File: config.mk
export PLATFORM = sky130hd
export DESIGN_NAME = ldemu_regs
export DESIGN_NICKNAME = d
export VERILOG_FILES = /design/src/hw/ldemu_pkg.sv /design/src/hw/ldemu_regs.sv
export SDC_FILE = /design/constraint.sdc
export NUM_CORES = 1
export LEC_CHECK = 0
export BUFFER_PORTS_ARGS = -buffer_cell sky130_fd_sc_hd__buf_4
export CAP_MARGIN = 40
export CORE_MARGIN = 10
export CORE_UTILIZATION = 45
export CTS_BUF_LIST = sky130_fd_sc_hd__clkbuf_16
export DETAILED_ROUTE_END_ITERATION = 16
export GPL_ROUTABILITY_DRIVEN = 0
export PLACE_DENSITY = 0.65
export SKIP_LAST_GASP = 1
export SYNTH_ARGS = -nofsm -noshare
export SYNTH_HDL_FRONTEND = slang
export SYNTH_SLANG_ARGS = --single-unit
File: constraint.sdc
create_clock -name mclk -period 6.1 [get_ports mclk]
set_input_delay 1.22 -clock mclk [delete_from_list [all_inputs] [get_ports mclk]]
set_output_delay 1.22 -clock mclk [all_outputs]
set_load 0.005 [all_outputs]
File: src/hw/ldemu_pkg.sv
// Package: offsets, field positions, reset values and carrier types for ldemu
package ldemu_pkg;

    // ==========================================================
    // Register offsets (memory-mapped addresses)
    localparam logic [12:0] OFF_FEATURE_RD  = 13'h1FCA;
    localparam logic [12:0] OFF_GC_INDEX    = 13'h1FCE;
    localparam logic [12:0] OFF_GC_DATA     = 13'h1FCF;
    localparam logic [12:0] OFF_MODE_CTL    = 13'h1FD8;
    localparam logic [12:0] OFF_COLOUR_SEL  = 13'h1FD9;
    localparam logic [12:0] OFF_STATUS_ONE  = 13'h1FDA;
    localparam logic [12:0] OFF_LPEN_CLEAR  = 13'h1FDB;
    localparam logic [12:0] OFF_LPEN_SET    = 13'h1FDC;
    localparam logic [12:0] OFF_AUX_INDEX   = 13'h1FDE;
    localparam logic [12:0] OFF_AUX_DATA    = 13'h1FDF;

    // ==========================================================
    // Indices behind the shared data ports
    localparam logic [3:0] GC_IDX_BIT_MASK  = 4'h8;
    localparam logic [3:0] AUX_IDX_MODE     = 4'h0;
    localparam logic [3:0] AUX_IDX_EXTFN    = 4'h1;
    localparam logic [3:0] AUX_IDX_EMUL     = 4'h2;
    localparam logic [3:0] AUX_IDX_STORE    = 4'h4;

    // ==========================================================
    // Field positions
    localparam int CM_BLINK    = 5;
    localparam int CM_HIRES    = 4;
    localparam int CM_DISPEN   = 3;
    localparam int CM_MONO     = 2;
    localparam int CM_GFX      = 1;
    localparam int CS_ALTPAL   = 5;
    localparam int CS_INTPAL   = 4;
    localparam int EC_BLANK    = 5;
    localparam int EC_PALDIS   = 4;
    localparam int EC_BORDER   = 3;
    localparam int MC_SPEED    = 5;
    localparam int MC_CRTC14   = 4;
    localparam int EF_TEST     = 7;
    localparam int AX_TRAP     = 7;
    localparam int AX_FIFO     = 6;
    localparam int AX_OVF      = 5;
    localparam int AX_MISC     = 4;

    // ==========================================================
    // Reset values and timing
    localparam logic [7:0] RST_BIT_MASK = 8'hFF;
    localparam logic [7:0] RST_ZERO     = 8'h00;
    localparam int         FIFO_DEPTH   = 4;
    localparam int         FIFO_WAIT    = 3;

    // ==========================================================
    // Emulation modes
    typedef enum logic [1:0] {
        LDEMU_VGA  = 2'b00,
        LDEMU_EGA  = 2'b01,
        LDEMU_CGA  = 2'b10,
        LDEMU_MONO = 2'b11
    } ldemu_mode_type;

    // Host access carrier
    typedef struct packed {
        logic        rd;
        logic        wr;
        logic [12:0] addr;
        logic [7:0]  wdata;
    } ldemu_bus_type;

    // Video-side status carrier
    typedef struct packed {
        logic       vretrace;
        logic       dispen_n;
        logic       lpen_sw_open;
        logic [7:0] attr_colour;
    } ldemu_video_type;

    // Palette output carrier
    typedef struct packed {
        logic       blank;
        logic       blink_en;
        logic       gfx;
        logic       hires;
        logic       blue_force;
        logic       blue_from_pixel;
        logic       intensify;
        logic [3:0] colour;
        logic       border_from_attr;
        logic       palette_attr;
    } ldemu_pal_type;

endpackage

File: src/hw/ldemu_regs.sv
// Legacy display emulation register bank: control, status, trap and FIFO flags
`timescale 1ns/1ps

module ldemu_regs #(
    parameter int FIFO_DEPTH = ldemu_pkg::FIFO_DEPTH
) (
    input  wire logic                       mclk,
    input  wire logic                       nrst,
    input  wire logic                       clk_en,
    input  wire ldemu_pkg::ldemu_bus_type   bus,
    input  wire ldemu_pkg::ldemu_video_type video,
    input  wire logic [1:0]                 plane_sel,
    input  wire logic                       crtc_wr,
    input  wire logic [4:0]                 crtc_idx,
    input  wire logic [7:0]                 crtc_data,
    input  wire logic                       misc_trap,
    input  wire logic                       fifo_rd,
    output logic [7:0]                      rdata_q,
    output logic [7:0]                      plane_write_bit_mask_q,
    output logic [7:0]                      fifo_data_q,
    output logic                            fifo_ready_q,
    output logic                            trap_q,
    output ldemu_pkg::ldemu_pal_type        pal_q,
    output logic [1:0]                      emul_mode_q,
    output logic                            seq_low_interleave_q,
    output logic                            addr_14bit_q,
    output logic                            test_en_q,
    output logic [7:0]                      test_ctrl_q,
    output logic [1:0]                      feature_q
);

    // ==========================================================
    // Reset synchroniser
    logic rst_meta_q;
    logic rst_n_q;
    always_ff @(posedge mclk or negedge nrst) begin
        if (!nrst) begin
            rst_meta_q <= 1'b0;
            rst_n_q    <= 1'b0;
        end else begin
            rst_meta_q <= 1'b1;
            rst_n_q    <= rst_meta_q;
        end
    end

    // ==========================================================
    // Access decode
    logic acc;
    logic wr;
    logic rd;
    logic [3:0] gc_idx_q;
    logic [3:0] aux_idx_q;
    assign acc = clk_en & (bus.rd | bus.wr);
    assign wr  = clk_en & bus.wr;
    assign rd  = clk_en & bus.rd;

    logic wr_gc_idx;
    logic wr_gc;
    logic wr_cm;
    logic wr_cs;
    logic wr_fc;
    logic wr_ax_idx;
    logic wr_ax;
    logic rd_ax_idx;
    assign wr_gc_idx = wr && bus.addr == ldemu_pkg::OFF_GC_INDEX;
    assign wr_gc     = wr && bus.addr == ldemu_pkg::OFF_GC_DATA;
    assign wr_cm     = wr && bus.addr == ldemu_pkg::OFF_MODE_CTL;
    assign wr_cs     = wr && bus.addr == ldemu_pkg::OFF_COLOUR_SEL;
    assign wr_fc     = wr && bus.addr == ldemu_pkg::OFF_STATUS_ONE;
    assign wr_ax_idx = wr && bus.addr == ldemu_pkg::OFF_AUX_INDEX;
    assign wr_ax     = wr && bus.addr == ldemu_pkg::OFF_AUX_DATA;
    assign rd_ax_idx = rd && bus.addr == ldemu_pkg::OFF_AUX_INDEX;

    // ==========================================================
    // Control registers
    logic [7:0] cm_q;
    logic [7:0] cs_q;
    logic [7:0] mc_q;
    logic [7:0] ef_q;
    logic [7:0] ec_q;
    logic [7:0] st_q;
    always_ff @(posedge mclk or negedge rst_n_q) begin
        if (!rst_n_q) begin
            gc_idx_q               <= 4'h0;
            aux_idx_q              <= 4'h0;
            plane_write_bit_mask_q <= ldemu_pkg::RST_BIT_MASK;
            cm_q                   <= ldemu_pkg::RST_ZERO;
            cs_q                   <= ldemu_pkg::RST_ZERO;
            mc_q                   <= ldemu_pkg::RST_ZERO;
            ef_q                   <= ldemu_pkg::RST_ZERO;
            ec_q                   <= ldemu_pkg::RST_ZERO;
            st_q                   <= ldemu_pkg::RST_ZERO;
            feature_q              <= 2'b00;
        end else begin
            if (wr_gc_idx) begin
                gc_idx_q <= bus.wdata[3:0];
            end
            if (wr_gc && gc_idx_q == ldemu_pkg::GC_IDX_BIT_MASK) begin
                plane_write_bit_mask_q <= bus.wdata;
            end
            if (wr_cm) begin
                cm_q <= {2'b00, bus.wdata[5:0]};
            end
            if (wr_cs) begin
                cs_q <= {2'b00, bus.wdata[5:0]};
            end
            if (wr_fc) begin
                feature_q <= bus.wdata[1:0];
            end
            if (wr_ax_idx) begin
                aux_idx_q <= bus.wdata[3:0];
            end
            if (wr_ax) begin
                case (aux_idx_q)
                    ldemu_pkg::AUX_IDX_MODE:  mc_q <= bus.wdata;
                    ldemu_pkg::AUX_IDX_EXTFN: ef_q <= bus.wdata;
                    ldemu_pkg::AUX_IDX_EMUL:  ec_q <= bus.wdata;
                    ldemu_pkg::AUX_IDX_STORE: st_q <= bus.wdata;
                    default: ;
                endcase
            end
        end
    end

    // ==========================================================
    // Palette and mode decode
    logic gfx;
    logic g320;
    logic hw_pal;
    always_comb begin
        gfx    = cm_q[ldemu_pkg::CM_GFX];
        g320   = gfx & ~cm_q[ldemu_pkg::CM_HIRES];
        hw_pal = ~ec_q[ldemu_pkg::EC_PALDIS];
    end

    always_ff @(posedge mclk or negedge rst_n_q) begin
        if (!rst_n_q) begin
            pal_q                <= '0;
            emul_mode_q          <= 2'b00;
            seq_low_interleave_q <= 1'b0;
            addr_14bit_q         <= 1'b0;
            test_en_q            <= 1'b0;
            test_ctrl_q          <= 8'h00;
        end else if (clk_en) begin
            // Blanking only when emulation control permits it
            pal_q.blank <= ~cm_q[ldemu_pkg::CM_DISPEN] & ec_q[ldemu_pkg::EC_BLANK];
            pal_q.blink_en <= cm_q[ldemu_pkg::CM_BLINK];
            pal_q.gfx <= gfx;
            pal_q.hires <= gfx & cm_q[ldemu_pkg::CM_HIRES];
            pal_q.blue_from_pixel <= g320 & hw_pal & cm_q[ldemu_pkg::CM_MONO];
            pal_q.blue_force <= g320 & hw_pal & ~cm_q[ldemu_pkg::CM_MONO]
                                & cs_q[ldemu_pkg::CS_ALTPAL];
            pal_q.intensify <= g320 & hw_pal & ~cs_q[ldemu_pkg::CS_INTPAL];
            pal_q.colour <= hw_pal ? cs_q[3:0] : 4'h0;
            pal_q.border_from_attr <= ec_q[ldemu_pkg::EC_BORDER] | ~hw_pal;
            pal_q.palette_attr <= ~hw_pal;
            emul_mode_q <= mc_q[1:0];
            seq_low_interleave_q <= mc_q[ldemu_pkg::MC_SPEED];
            addr_14bit_q <= mc_q[ldemu_pkg::MC_CRTC14];
            test_en_q <= ef_q[ldemu_pkg::EF_TEST];
            test_ctrl_q <= ef_q[ldemu_pkg::EF_TEST] ? st_q : 8'h00;
        end
    end

    // ==========================================================
    // Light pen latch
    logic lpen_q;
    always_ff @(posedge mclk or negedge rst_n_q) begin
        if (!rst_n_q) begin
            lpen_q <= 1'b0;
        end else if (acc && bus.addr == ldemu_pkg::OFF_LPEN_SET) begin
            lpen_q <= 1'b1;
        end else if (acc && bus.addr == ldemu_pkg::OFF_LPEN_CLEAR) begin
            lpen_q <= 1'b0;
        end
    end

    // ==========================================================
    // CRTC emulation FIFO, trap and flags
    logic [7:0] fifo_mem_q [FIFO_DEPTH];
    logic [2:0] wcnt_q;
    logic [2:0] rptr_q;
    logic       fifo_hold_q;
    logic       ovf_q;
    logic       trap_ff_q;
    logic       crtc_trap_q;
    logic       misc_q;
    logic [1:0] wait_q;
    logic       crtc_hit;
    // Trap enables live outside this block, so CRTC traps stay armed
    assign crtc_hit = clk_en & crtc_wr
                    & (crtc_idx <= 5'h0B || (crtc_idx >= 5'h10 && crtc_idx <= 5'h18));

    always_ff @(posedge mclk or negedge rst_n_q) begin
        if (!rst_n_q) begin
            for (int i = 0; i < FIFO_DEPTH; i++) begin
                fifo_mem_q[i] <= 8'h00;
            end
            wcnt_q      <= 3'd0;
            rptr_q      <= 3'd0;
            fifo_hold_q <= 1'b0;
            ovf_q       <= 1'b0;
            crtc_trap_q <= 1'b0;
        end else if (wr_ax_idx && bus.wdata[ldemu_pkg::AX_FIFO]) begin
            fifo_hold_q <= 1'b1;
            wcnt_q      <= 3'd0;
            rptr_q      <= 3'd0;
            ovf_q       <= 1'b0;
            crtc_trap_q <= 1'b0;
        end else if (clk_en) begin
            if (wr_ax_idx) begin
                fifo_hold_q <= 1'b0;
            end
            if (rd_ax_idx) begin
                ovf_q  <= 1'b0;
                rptr_q <= 3'd0;
            end else if (fifo_rd && fifo_ready_q && rptr_q < wcnt_q) begin
                rptr_q <= rptr_q + 3'd1;
                if (rptr_q + 3'd1 == wcnt_q) begin
                    wcnt_q      <= 3'd0;
                    crtc_trap_q <= 1'b0;
                end
            end
            // New write comes last so it wins over a clear in the same cycle
            if (crtc_hit && !fifo_hold_q) begin
                crtc_trap_q <= 1'b1;
                if (wcnt_q < 3'(FIFO_DEPTH)) begin
                    fifo_mem_q[wcnt_q[1:0]] <= crtc_data;
                    wcnt_q <= wcnt_q + 3'd1;
                end else begin
                    ovf_q <= 1'b1;
                end
            end
        end
    end

    always_ff @(posedge mclk or negedge rst_n_q) begin
        if (!rst_n_q) begin
            trap_ff_q    <= 1'b0;
            trap_q       <= 1'b0;
            misc_q       <= 1'b0;
            wait_q       <= 2'd0;
            fifo_ready_q <= 1'b0;
            fifo_data_q  <= 8'h00;
        end else if (clk_en) begin
            // Raising wins over the clearing read in the same cycle
            if (crtc_hit || misc_trap) begin
                trap_ff_q <= 1'b1;
                trap_q    <= 1'b1;
            end else if (rd_ax_idx) begin
                trap_ff_q <= 1'b0;
                trap_q    <= 1'b0;
            end
            if (misc_trap) begin
                misc_q <= 1'b1;
            end else if (rd_ax_idx) begin
                misc_q <= 1'b0;
            end
            // FIFO readable three clocks after the index read
            if (rd_ax_idx) begin
                wait_q       <= 2'(ldemu_pkg::FIFO_WAIT);
                fifo_ready_q <= 1'b0;
            end else if (wait_q != 2'd0) begin
                wait_q <= wait_q - 2'd1;
                fifo_ready_q <= wait_q == 2'd1;
            end
            fifo_data_q <= fifo_mem_q[rptr_q[1:0]];
        end
    end

    // ==========================================================
    // Read data
    logic       vr_bit;
    logic [1:0] diag;
    always_comb begin
        case (plane_sel)
            2'b00:   diag = {video.attr_colour[2], video.attr_colour[0]};
            2'b01:   diag = {video.attr_colour[5], video.attr_colour[4]};
            2'b10:   diag = {video.attr_colour[3], video.attr_colour[1]};
            default: diag = {video.attr_colour[7], video.attr_colour[6]};
        endcase
        vr_bit = mc_q[1:0] == ldemu_pkg::LDEMU_MONO;
    end

    always_ff @(posedge mclk or negedge rst_n_q) begin
        if (!rst_n_q) begin
            rdata_q <= 8'h00;
        end else if (rd) begin
            case (bus.addr)
                ldemu_pkg::OFF_FEATURE_RD: rdata_q <= {6'h00, feature_q};
                ldemu_pkg::OFF_GC_DATA:
                    rdata_q <= gc_idx_q == ldemu_pkg::GC_IDX_BIT_MASK
                               ? plane_write_bit_mask_q : 8'h00;
                ldemu_pkg::OFF_MODE_CTL:   rdata_q <= cm_q;
                ldemu_pkg::OFF_COLOUR_SEL: rdata_q <= cs_q;
                ldemu_pkg::OFF_STATUS_ONE:
                    rdata_q <= {vr_bit ? ~video.vretrace : 1'b0, 1'b0, diag,
                                vr_bit ? 1'b0 : video.vretrace,
                                video.lpen_sw_open, lpen_q, video.dispen_n};
                ldemu_pkg::OFF_AUX_INDEX:
                    rdata_q <= {trap_ff_q, crtc_trap_q & (wcnt_q != 3'd0),
                                ovf_q & trap_ff_q, misc_q, aux_idx_q};
                ldemu_pkg::OFF_AUX_DATA:
                    case (aux_idx_q)
                        ldemu_pkg::AUX_IDX_MODE:  rdata_q <= mc_q;
                        ldemu_pkg::AUX_IDX_EXTFN: rdata_q <= ef_q;
                        ldemu_pkg::AUX_IDX_EMUL:  rdata_q <= ec_q;
                        ldemu_pkg::AUX_IDX_STORE: rdata_q <= st_q;
                        default:                  rdata_q <= 8'h00;
                    endcase
                default: rdata_q <= 8'h00;
            endcase
        end
    end
endmodule

; Word level (Yosys, flattened, before mapping)
; Index checks and enable logic that the tools add are counted.
; W data, S select, Z words.
[word_totals]
output_inout_bits = 54
register_bits = 153
in_bits = 55
elab_cells = 192
[classes]
n_reduce_logical = 44
n_mux = 48
n_lt_le_gt_ge = 8
add_sub_neg = 3
eq_ne = 20
bitwise_logic = 26
[op_table]
columns = operator, count
row1 = $eq A13 B13 Y1 const B, 10
row2 = $pmux W8 S7, 1
row3 = $mux W8, 5
row4 = $mux W3, 11
row5 = $bwmux W32, 1
row6 = $pmux W8 S4, 1
row7 = $mux W1, 23
row8 = $reduce_and A2 Y1, 9
row9 = $logic_and A1 B1 Y1, 17
row10 = $bmux W8 S2, 1
row11 = $demux W8 S2, 1
row12 = $and A1 B1 Y1, 15
row13 = $reduce_bool A2 Y1, 7
row14 = $reduce_bool A3 Y1, 4
row15 = $reduce_and A4 Y1, 2
row16 = $not A1 Y1, 7
row17 = $add A3 B1 Y3 const B, 2
row18 = $ge A3 B3 Y1 const B, 2
row19 = $not A2 Y3, 2
row20 = $pmux W2 S3, 1
row21 = $ge A5 B5 Y1 const B, 1
row22 = $le A5 B4 Y1 const B, 1
row23 = $le A5 B5 Y1 const B, 1
row24 = $eq A2 B1 Y1 const B, 2
row25 = 18 further kinds, 22

; Depth between registers and ports, before layout
; Gate-level depths: netlist of run 1.
[depth]
depth_word = 9
mapped_depth = 9
depth_no_buf = 8

; Least setup slack after synthesis of run 1
; Ideal clock, no wire load.
[synth_timing]
path_type = input-to-reg
start = in bus[13] (netlist bit)
end = reg fifo_mem_q[10] (netlist bit)
arrival_ps = 2998
setup_slack_ps = 2974
path_stages = 8
t_required_ps = 5973
n_path_buf = 2
setup_time_ps = 127
path_cell_list = nand4b_2 > or3_1 > buf_2 > nor3_4 > nor4_2 > and2_1 > buf_6 > mux2_1
[synth_via]
elab_chain_len = 5
[synth_rtl]
columns = element, line_no
row1 = start: declaration, ldemu_regs.sv:10  ; input wire ldemu_pkg::ldemu_bus_type bus,
row2 = $eq A13 B13 Y1, ldemu_regs.sv:70  ; assign wr_ax_idx = wr && bus.addr == ldemu_pkg::OFF_AUX_INDEX;
row3 = $logic_and A1 B1 Y1, ldemu_regs.sv:70
row4 = $logic_and A1 B1 Y1, ldemu_regs.sv:204  ; end else if (wr_ax_idx && bus.wdata[ldemu_pkg::AX_FIFO]) begin
row5 = $not A1 Y1 (no line), --
row6 = $reduce_and A4 Y1 (no line), --
row7 = end signal: indexed assignment, ldemu_regs.sv:228  ; fifo_mem_q[wcnt_q[1:0]] <= crtc_data;
row8 = end: declaration, ldemu_regs.sv:180  ; logic [7:0] fifo_mem_q [FIFO_DEPTH];
; Every way passes these cells.
; A chain may end at the register's enable or synchronous reset.

; Final worst setup path of run 1
[layout_timing]
start = in bus[8] (netlist bit)
end = reg rdata_q[2]
[layout_via]
elab_chain_len = 2
word_cells_on_any_way = 8
classes_between = eq/ne: 7 / mux: 1
[layout_rtl]
columns = element, line_no
row1 = $eq A13 B13 Y1, ldemu_regs.sv:289  ; case (bus.addr)
row2 = $pmux W8 S7 (*), ldemu_regs.sv:289
row3 = end signal: assignment, ldemu_regs.sv:290  ; ldemu_pkg::OFF_FEATURE_RD: rdata_q <= {6'h00, feature_q};
row4 = end signal: assignment, ldemu_regs.sv:292  ; rdata_q <= gc_idx_q == ldemu_pkg::GC_IDX_BIT_MASK
row5 = end signal: assignment, ldemu_regs.sv:294  ; ldemu_pkg::OFF_MODE_CTL: rdata_q <= cm_q;
row6 = end: declaration, ldemu_regs.sv:18  ; output logic [7:0] rdata_q,
; Every way passes the cells marked *; elsewhere a longest branch is shown, timed or not.

==> impl_metrics.csv, run 1 <==
group,metric,value,unit
sta,fin_skew,6.333,ps
cells_and_area,area_growth,22.28,%
cells_and_area,multi_input_area,3197,um2
global_route,grt_pass1_wl,30.65,mm
critical_path,crit_path_max_fanout,18,
critical_path,slowest_delay,740,ps
critical_path,crit_required,6440,ps
global_route,grt.overflow.total,0,
critical_path,path_cells,"buf_4 > nand4_1 > or4_1 > nor4_2 > a222oi_1 > a21boi_0 > o21ai_0",
global_route,grt_max_degree,67,
die,rows,46,
critical_path,crit_slowest_cell,"nor4_2",
sta,slew_violations,0,
sta,rsz0062_at_grt,"no",
pwr,pwr-share-seq,45.4,%
yosys,syn-num-nets,653,
cts,cts-resized-gates,0,
yosys,synth_seq_area_share,52.81,%
critical_path,r2r-start,"aux_idx_q[0]",
pwr,switching_share,21.80,%
cells_and_area,insertedDiodeCount,0,
worst_hold_path,hold_path.class,"reg2reg",
routing,via_count,5159,
yosys,ys_ff_latch,153,
cts,cts_root_buffer,"clkbuf_16",
pwr,ir_drop,0.0001931,V
sta,relSlewSlack,36.54,%
global_route,grt.busiest_layer,"met2",
die,initial_core_util,45.75,%
run_status,status,"complete, no violations",
cts,clk_pin_slew,60,ps
yosys,synth-async-reset-ratio,100.0,%
cells_and_area,layout-drive-gt1-share,39.97,%
die,die_area,21640,um2
critical_path,path_class,"in2reg",
job,max_cap_violations,0,
cells_and_area,final_nets,756,
critical_path,endpoint_kind,"flop",
sta,fin_crit_sh,54.48,%
routing,drt-total-wl,19.25,mm
routing,vias_per_cell,5.614,
cts,clkLatencyLatePin,430,ps
sta,tightest_slew,944.0,ps
placement,port_buffers,108,
sta,finalSetupTns,0,ps
pwr,power.internal,1.802,mW
global_route,use_met3,5.467,%
pwr,p_clk_share,49.1,%
pwr,power_density,259.3,nW/um2
critical_path,critPathArrivalTime,3670,ps
critical_path,rrSetupSlack,3650,ps
global_route,use_met1,24.26,%
worst_hold_path,min-delay-start,"rst_meta_q",
die,core,15890,um2
global_route,track_usage,17.89,%
cts,clock_sinks,153,
global_route,met2_usage,26.62,%
routing,antenna_left,0,
sta,fmax,0.3009,GHz
routing,drc,0,
sta,fin_crit,3323,ps
cells_and_area,layout_commonest_cell,"dfrtp_1",
cts,cts_tree,"done",
cts,cts.hold.buffers_added,0,
sta,setup_viol,0,
yosys,syn_inst,588,
cells_and_area,layout_common_cells,"dfrtp_1, buf_4, mux2_2",
yosys,ys.flop_type,"dfrtp_1",
global_route,grt_pass1_vias,5482,
pwr,p_leak,4.248,nW
yosys,ys_types,62,
cells_and_area,final.fill_count,1380,
cts,htree_levels,4,
yosys,netlist_area,7268,um2
routing,wl_per_cell,20.95,um
pwr,p_switching,0.5022,mW
critical_path,rr_endpoint,"st_q[7]",
cts,clk_path_buf_depth,2,
cts,cts_setup_buffers,0,
yosys,syn_area_per_cell,12.36,um2
worst_hold_path,hold_depth,0,
routing,drtIter0Drc,580,
die,io_pins,109,
pwr,power.share.combinational,5.5,%
critical_path,rr_worst_depth,4,
sta,final_hold_viol_count,0,
worst_hold_path,worstHoldEndpoint,"rst_n_q",
global_route,grt_antenna_before_repair,0,
die,dieHeight,147.1,um
cells_and_area,seqCellArea,3842,um2
critical_path,cp-start-kind,"primary input",
yosys,yosysWarningCount,0,
placement,dp_hpwl,13.96,mm
routing,firstDrtPassIters,5,
yosys,synth_edf_count,0,
pwr,p_total,2.304,mW
die,dieWidth,147.1,um
cts,numCtsBuffers,17,
==> Yosys cell counts (all sizes together) (3+ instances only) <==
library cell	number	share of area (%)
mux2i	12	1.7
o21ai	29	2.0
nand3	12	0.83
o22ai	10	0.86
a32oi	4	0.48
nor2b	8	0.69
o31ai	4	0.41
a22o	5	0.60
mux4	9	2.8
and3	3	0.26
a21oi	10	0.69
a222oi	3	0.41
clkbuf	16	0.83
dfstp	8	2.9
inv	25	1.3
a31oi	4	0.34
buf	12	1.0
and2	6	0.52
nor2	17	0.88
nor3	11	1.1
ha	10	1.7
nand2	55	2.8
nor4	6	0.86
dfrtp	145	50
mux2	114	19
a22oi	8	0.83
or3	6	0.52
==> critical path, delay by kind of cell <==
family                 cells  cell delay, ps
AO/OA/AOI/OAI              3             640
buffers and inverters      1             190
AND/OR/NAND/NOR            3            1610
==> kinds of logic after synthesis <==
| kind of cell | after synthesis | share of synthesized area, % |
|---|---|---|
| AOI/OAI and AO/OA | 91 | 8.297 |
| and+or+nand+nor | 140 | 10.40 |
| other | 1 | 0.05159 |
| muxes | 135 | 23.03 |
| buffers and inverters | 54 | 3.202 |
| xor gates and xnor gates | 4 | 0.4821 |
| adders and majority gates | 10 | 1.721 |
| DFF | 153 | 52.81 |
==> metrics by stage <==
step / util (%) / instance area (um2) / hold WS [ps] / setup slack (ps) / cells
CTS: 55.95 / 8887 / 354.7 / 2837 / 919
floorplan: - / 7268 / 331.2 / 1535 / 588
global placement: 51.78 / 8225 / 340.3 / 2475 / 885
global route: 55.95 / 8887 / 366.9 / 2672 / 919
detailed placement: 51.98 / 8258 / 342.6 / 2410 / 888
finish: 55.95 / 8887 / 350.4 / 2777 / 919
==> state kept, by name, summed over array words and instances (netlist names), 2 cells and up <==
| register | cells |
|---|---|
| plane_write_bit_mask_q | 8 |
| cm_q | 6 |
| emul_mode_q | 2 |
| aux_idx_q | 4 |
| ec_q | 8 |
| wait_q | 2 |
| gc_idx_q | 4 |
| test_ctrl_q | 8 |
| rdata_q | 8 |
| wcnt_q | 3 |
| pal_q | 13 |
| cs_q | 6 |
| ef_q | 8 |
| rptr_q | 3 |
| mc_q | 8 |
| fifo_data_q | 8 |
| fifo_mem_q | 32 |
| st_q | 8 |
| feature_q | 2 |
==> power by group through the flow <==
stage	registers, mW	clock network [mW]	logic [mW]
3_5_place_dp	1.06	0	0.128
5_1_grt	1.05	1.20	0.141
4_1_cts	1.05	1.15	0.128
3_3_place_gp	1.06	0	0.123
2_1_floorplan	1.07	0	0.0568
6_report	1.04	1.13	0.127
==> routing by layer <==
layer | share of wire (%) | vias up
li1 | - | 2340
met2 | 45 | 204
met4 | 2.0 | 0
met5 | 0 | -
met3 | 6.8 | 28
met1 | 46 | 2587
==> cell type report <==
class	instances	area share (%)
clock buffers	17	4.787
clock inverters	14	2.295
inverters	26	1.098
multi-input cells	381	35.97
flip-flops and latches	153	43.24
well taps	216	3.041
repair buffers	112	9.573
==> worst max-delay path by stage <==
stage	cells past startpoint	slack (ps)	from	to
4_1_cts	7	2840	bus[8]	wcnt_q[0]
5_1_grt	7	2670	bus[8]	rdata_q[2]
3_3_place_gp	7	2480	bus[8]	wcnt_q[0]
3_5_place_dp	7	2410	bus[8]	wcnt_q[0]
6_report	7	2780	bus[8]	rdata_q[2]
2_1_floorplan	0	1540	rst_n_q	addr_14bit_q
(Power assumes the default switching activity.)
==> run 2: changes to the inputs <==
clock period = 3.3 ns   (was 6.1 ns; I/O delays follow)
==> run 2 against run 1 <==
Against the previous run:
- total power rose by 85%
- first-iteration DRC count is 26% lower
- highest routed layer unchanged
- combinational power increased by 92%
- critical path type unchanged
- largest power group unchanged
- die area stayed put
- sequential power up 86%
==> impl_metrics.csv, run 2 (same netlist as run 1, synthesis figures left out) <==
group,metric,value,unit
placement,place_area,8341,um2
cts,clkLatencyLatePin,430,ps
sta,fmax,0.3700,GHz
routing,antenna_left,0,
pwr,power_density,475.4,nW/um2
placement,post-place-ws,262.5,ps
critical_path,path_class,"in2reg",
sta,relSlewSlack,42.86,%
cells_and_area,layout.cells.non_filler,930,
global_route,grt_max_degree,65,
cts,cts_root_buffer,"clkbuf_16",
die,core,15890,um2
worst_hold_path,hold_path.class,"reg2reg",
placement,port_buffers,108,
die,die_area,21640,um2
placement,dp.cells,897,
sta,rsz0062_at_grt,"no",
cells_and_area,final_nets,766,
cts,numCtsBuffers,17,
worst_hold_path,hold_depth,0,
routing,via_count,5167,
critical_path,crit_path_max_fanout,8,
die,initial_core_util,45.75,%
sta,fin_skew,10.32,ps
cells_and_area,area_growth,23.60,%
cells_and_area,layout-drive-gt1-share,40.34,%
critical_path,crit_required,3610,ps
cells_and_area,finish.utilization,56.55,%
cells_and_area,largest_reg_flops,32,
global_route,grt.overflow.total,0,
die,rows,46,
cts,cts_tree,"done",
cells_and_area,final.fill_count,1366,
die,dieHeight,147.1,um
cts,cts_setup_buffers,0,
cells_and_area,reg_top3,"fifo_mem_q: 32 flops, pal_q: 13 flops",
critical_path,rr_worst_depth,5,
placement,dp_hpwl,14.39,mm
sta,slew_violations,0,
routing,firstDrtPassIters,5,
global_route,track_usage,18.50,%
cts,clock_sinks,153,
job,max_cap_violations,0,
cells_and_area,fin_area,8984,um2
die,dieWidth,147.1,um
sta,fin_ws,597.4,ps
sta,finalSetupTns,0,ps
cells_and_area,regMostFlops,"fifo_mem_q",
cells_and_area,layout_commonest_cell,"dfrtp_1",
routing,wl_per_cell,20.98,um
critical_path,cp-start-kind,"primary input",
routing,drc,0,
cts,clk_pin_slew,60,ps
cells_and_area,seqCellArea,3842,um2
sta,tightest_slew,857.0,ps
sta,fin_crit_sh,81.90,%
global_route,grt_antenna_before_repair,0,
routing,drt-total-wl,19.52,mm
critical_path,critPathArrivalTime,3010,ps
cts,clk_path_buf_depth,2,
global_route,grt_pass1_vias,5480,
cts,htree_levels,4,
global_route,grt_pass1_wl,31.56,mm
run_status,status,"complete, no violations",
cells_and_area,multi_input_area,3197,um2
cells_and_area,insertedDiodeCount,0,
sta,final_hold_viol_count,0,
cells_and_area,layout_common_cells,"dfrtp_1, buf_4, mux2_2",
sta,setup_viol,0,
die,io_pins,109,
routing,vias_per_cell,5.556,
sta,fin_crit,2703,ps
pwr,p_leak,4.300,nW
critical_path,endpoint_kind,"flop",
pwr,ir_drop,0.0003683,V
routing,drtIter0Drc,430,
==> run 2: power by group <==
| part | leakage (nW) | switching [mW] | internal (mW) |
|---|---|---|---|
| clock network | 0.307 | 0.767 | 1.33 |
| logic | 1.92 | 0.138 | 0.106 |
| registers | 2.08 | 0.0308 | 1.90 |
==> run 2: per-layer routing <==
layer  track usage [%]  routed length (um)
met4             6.938                 419
met3             5.252                1342
met2             27.59                8956
met1             25.02                8798
met5                 0                   0
==> run 2: timing repair <==
item / in CTS / in global routing
endpoints found under the hold margin: 2 / 0
setup endpoints to repair: 0 / 0
hold buffers: 1 / 0
resized for setup: 0 / 0
==> run 2: critical path, stage by stage <==
cell and delay [ps]:
buf_4 110, nand4b_2 260, or3_1 590, nor4_1 630, nand2_1 380, mux2_2 370
==> run 2: final cells by class <==
cell class / count / area share (%)
multi-input cells: 381 / 35.58
clock buffers: 17 / 4.735
clock inverters: 15 / 2.312
inverters: 26 / 1.086
flip-flops and latches: 153 / 42.77
repair buffers: 122 / 10.50
well taps: 216 / 3.008
==> run 2: through the flow <==
| stage | total power, mW | hold WS, ps |
|---|---|---|
| 2_1_floorplan | 2.077 | 331.1 |
| 3_3_place_gp | 2.200 | 338.0 |
| 3_5_place_dp | 2.211 | 338.7 |
| 4_1_cts | 4.311 | 352.6 |
| 5_1_grt | 4.430 | 353.6 |
| 6_report | 4.271 | 350.6 |
==> run 2: final timing paths <==
kind,startpoint,endpoint,slack (ps)
worst max register to register,aux_idx_q[0],st_q[0],940
worst min-delay path,rst_meta_q,rst_n_q,350
worst max-delay path,bus[13],st_q[0],600
min in group asynchronous,rst_n_q,seq_low_interleave_q,440
max in group asynchronous,rst_n_q,plane_write_bit_mask_q[3],2050
worst min register to register,rst_meta_q,rst_n_q,350
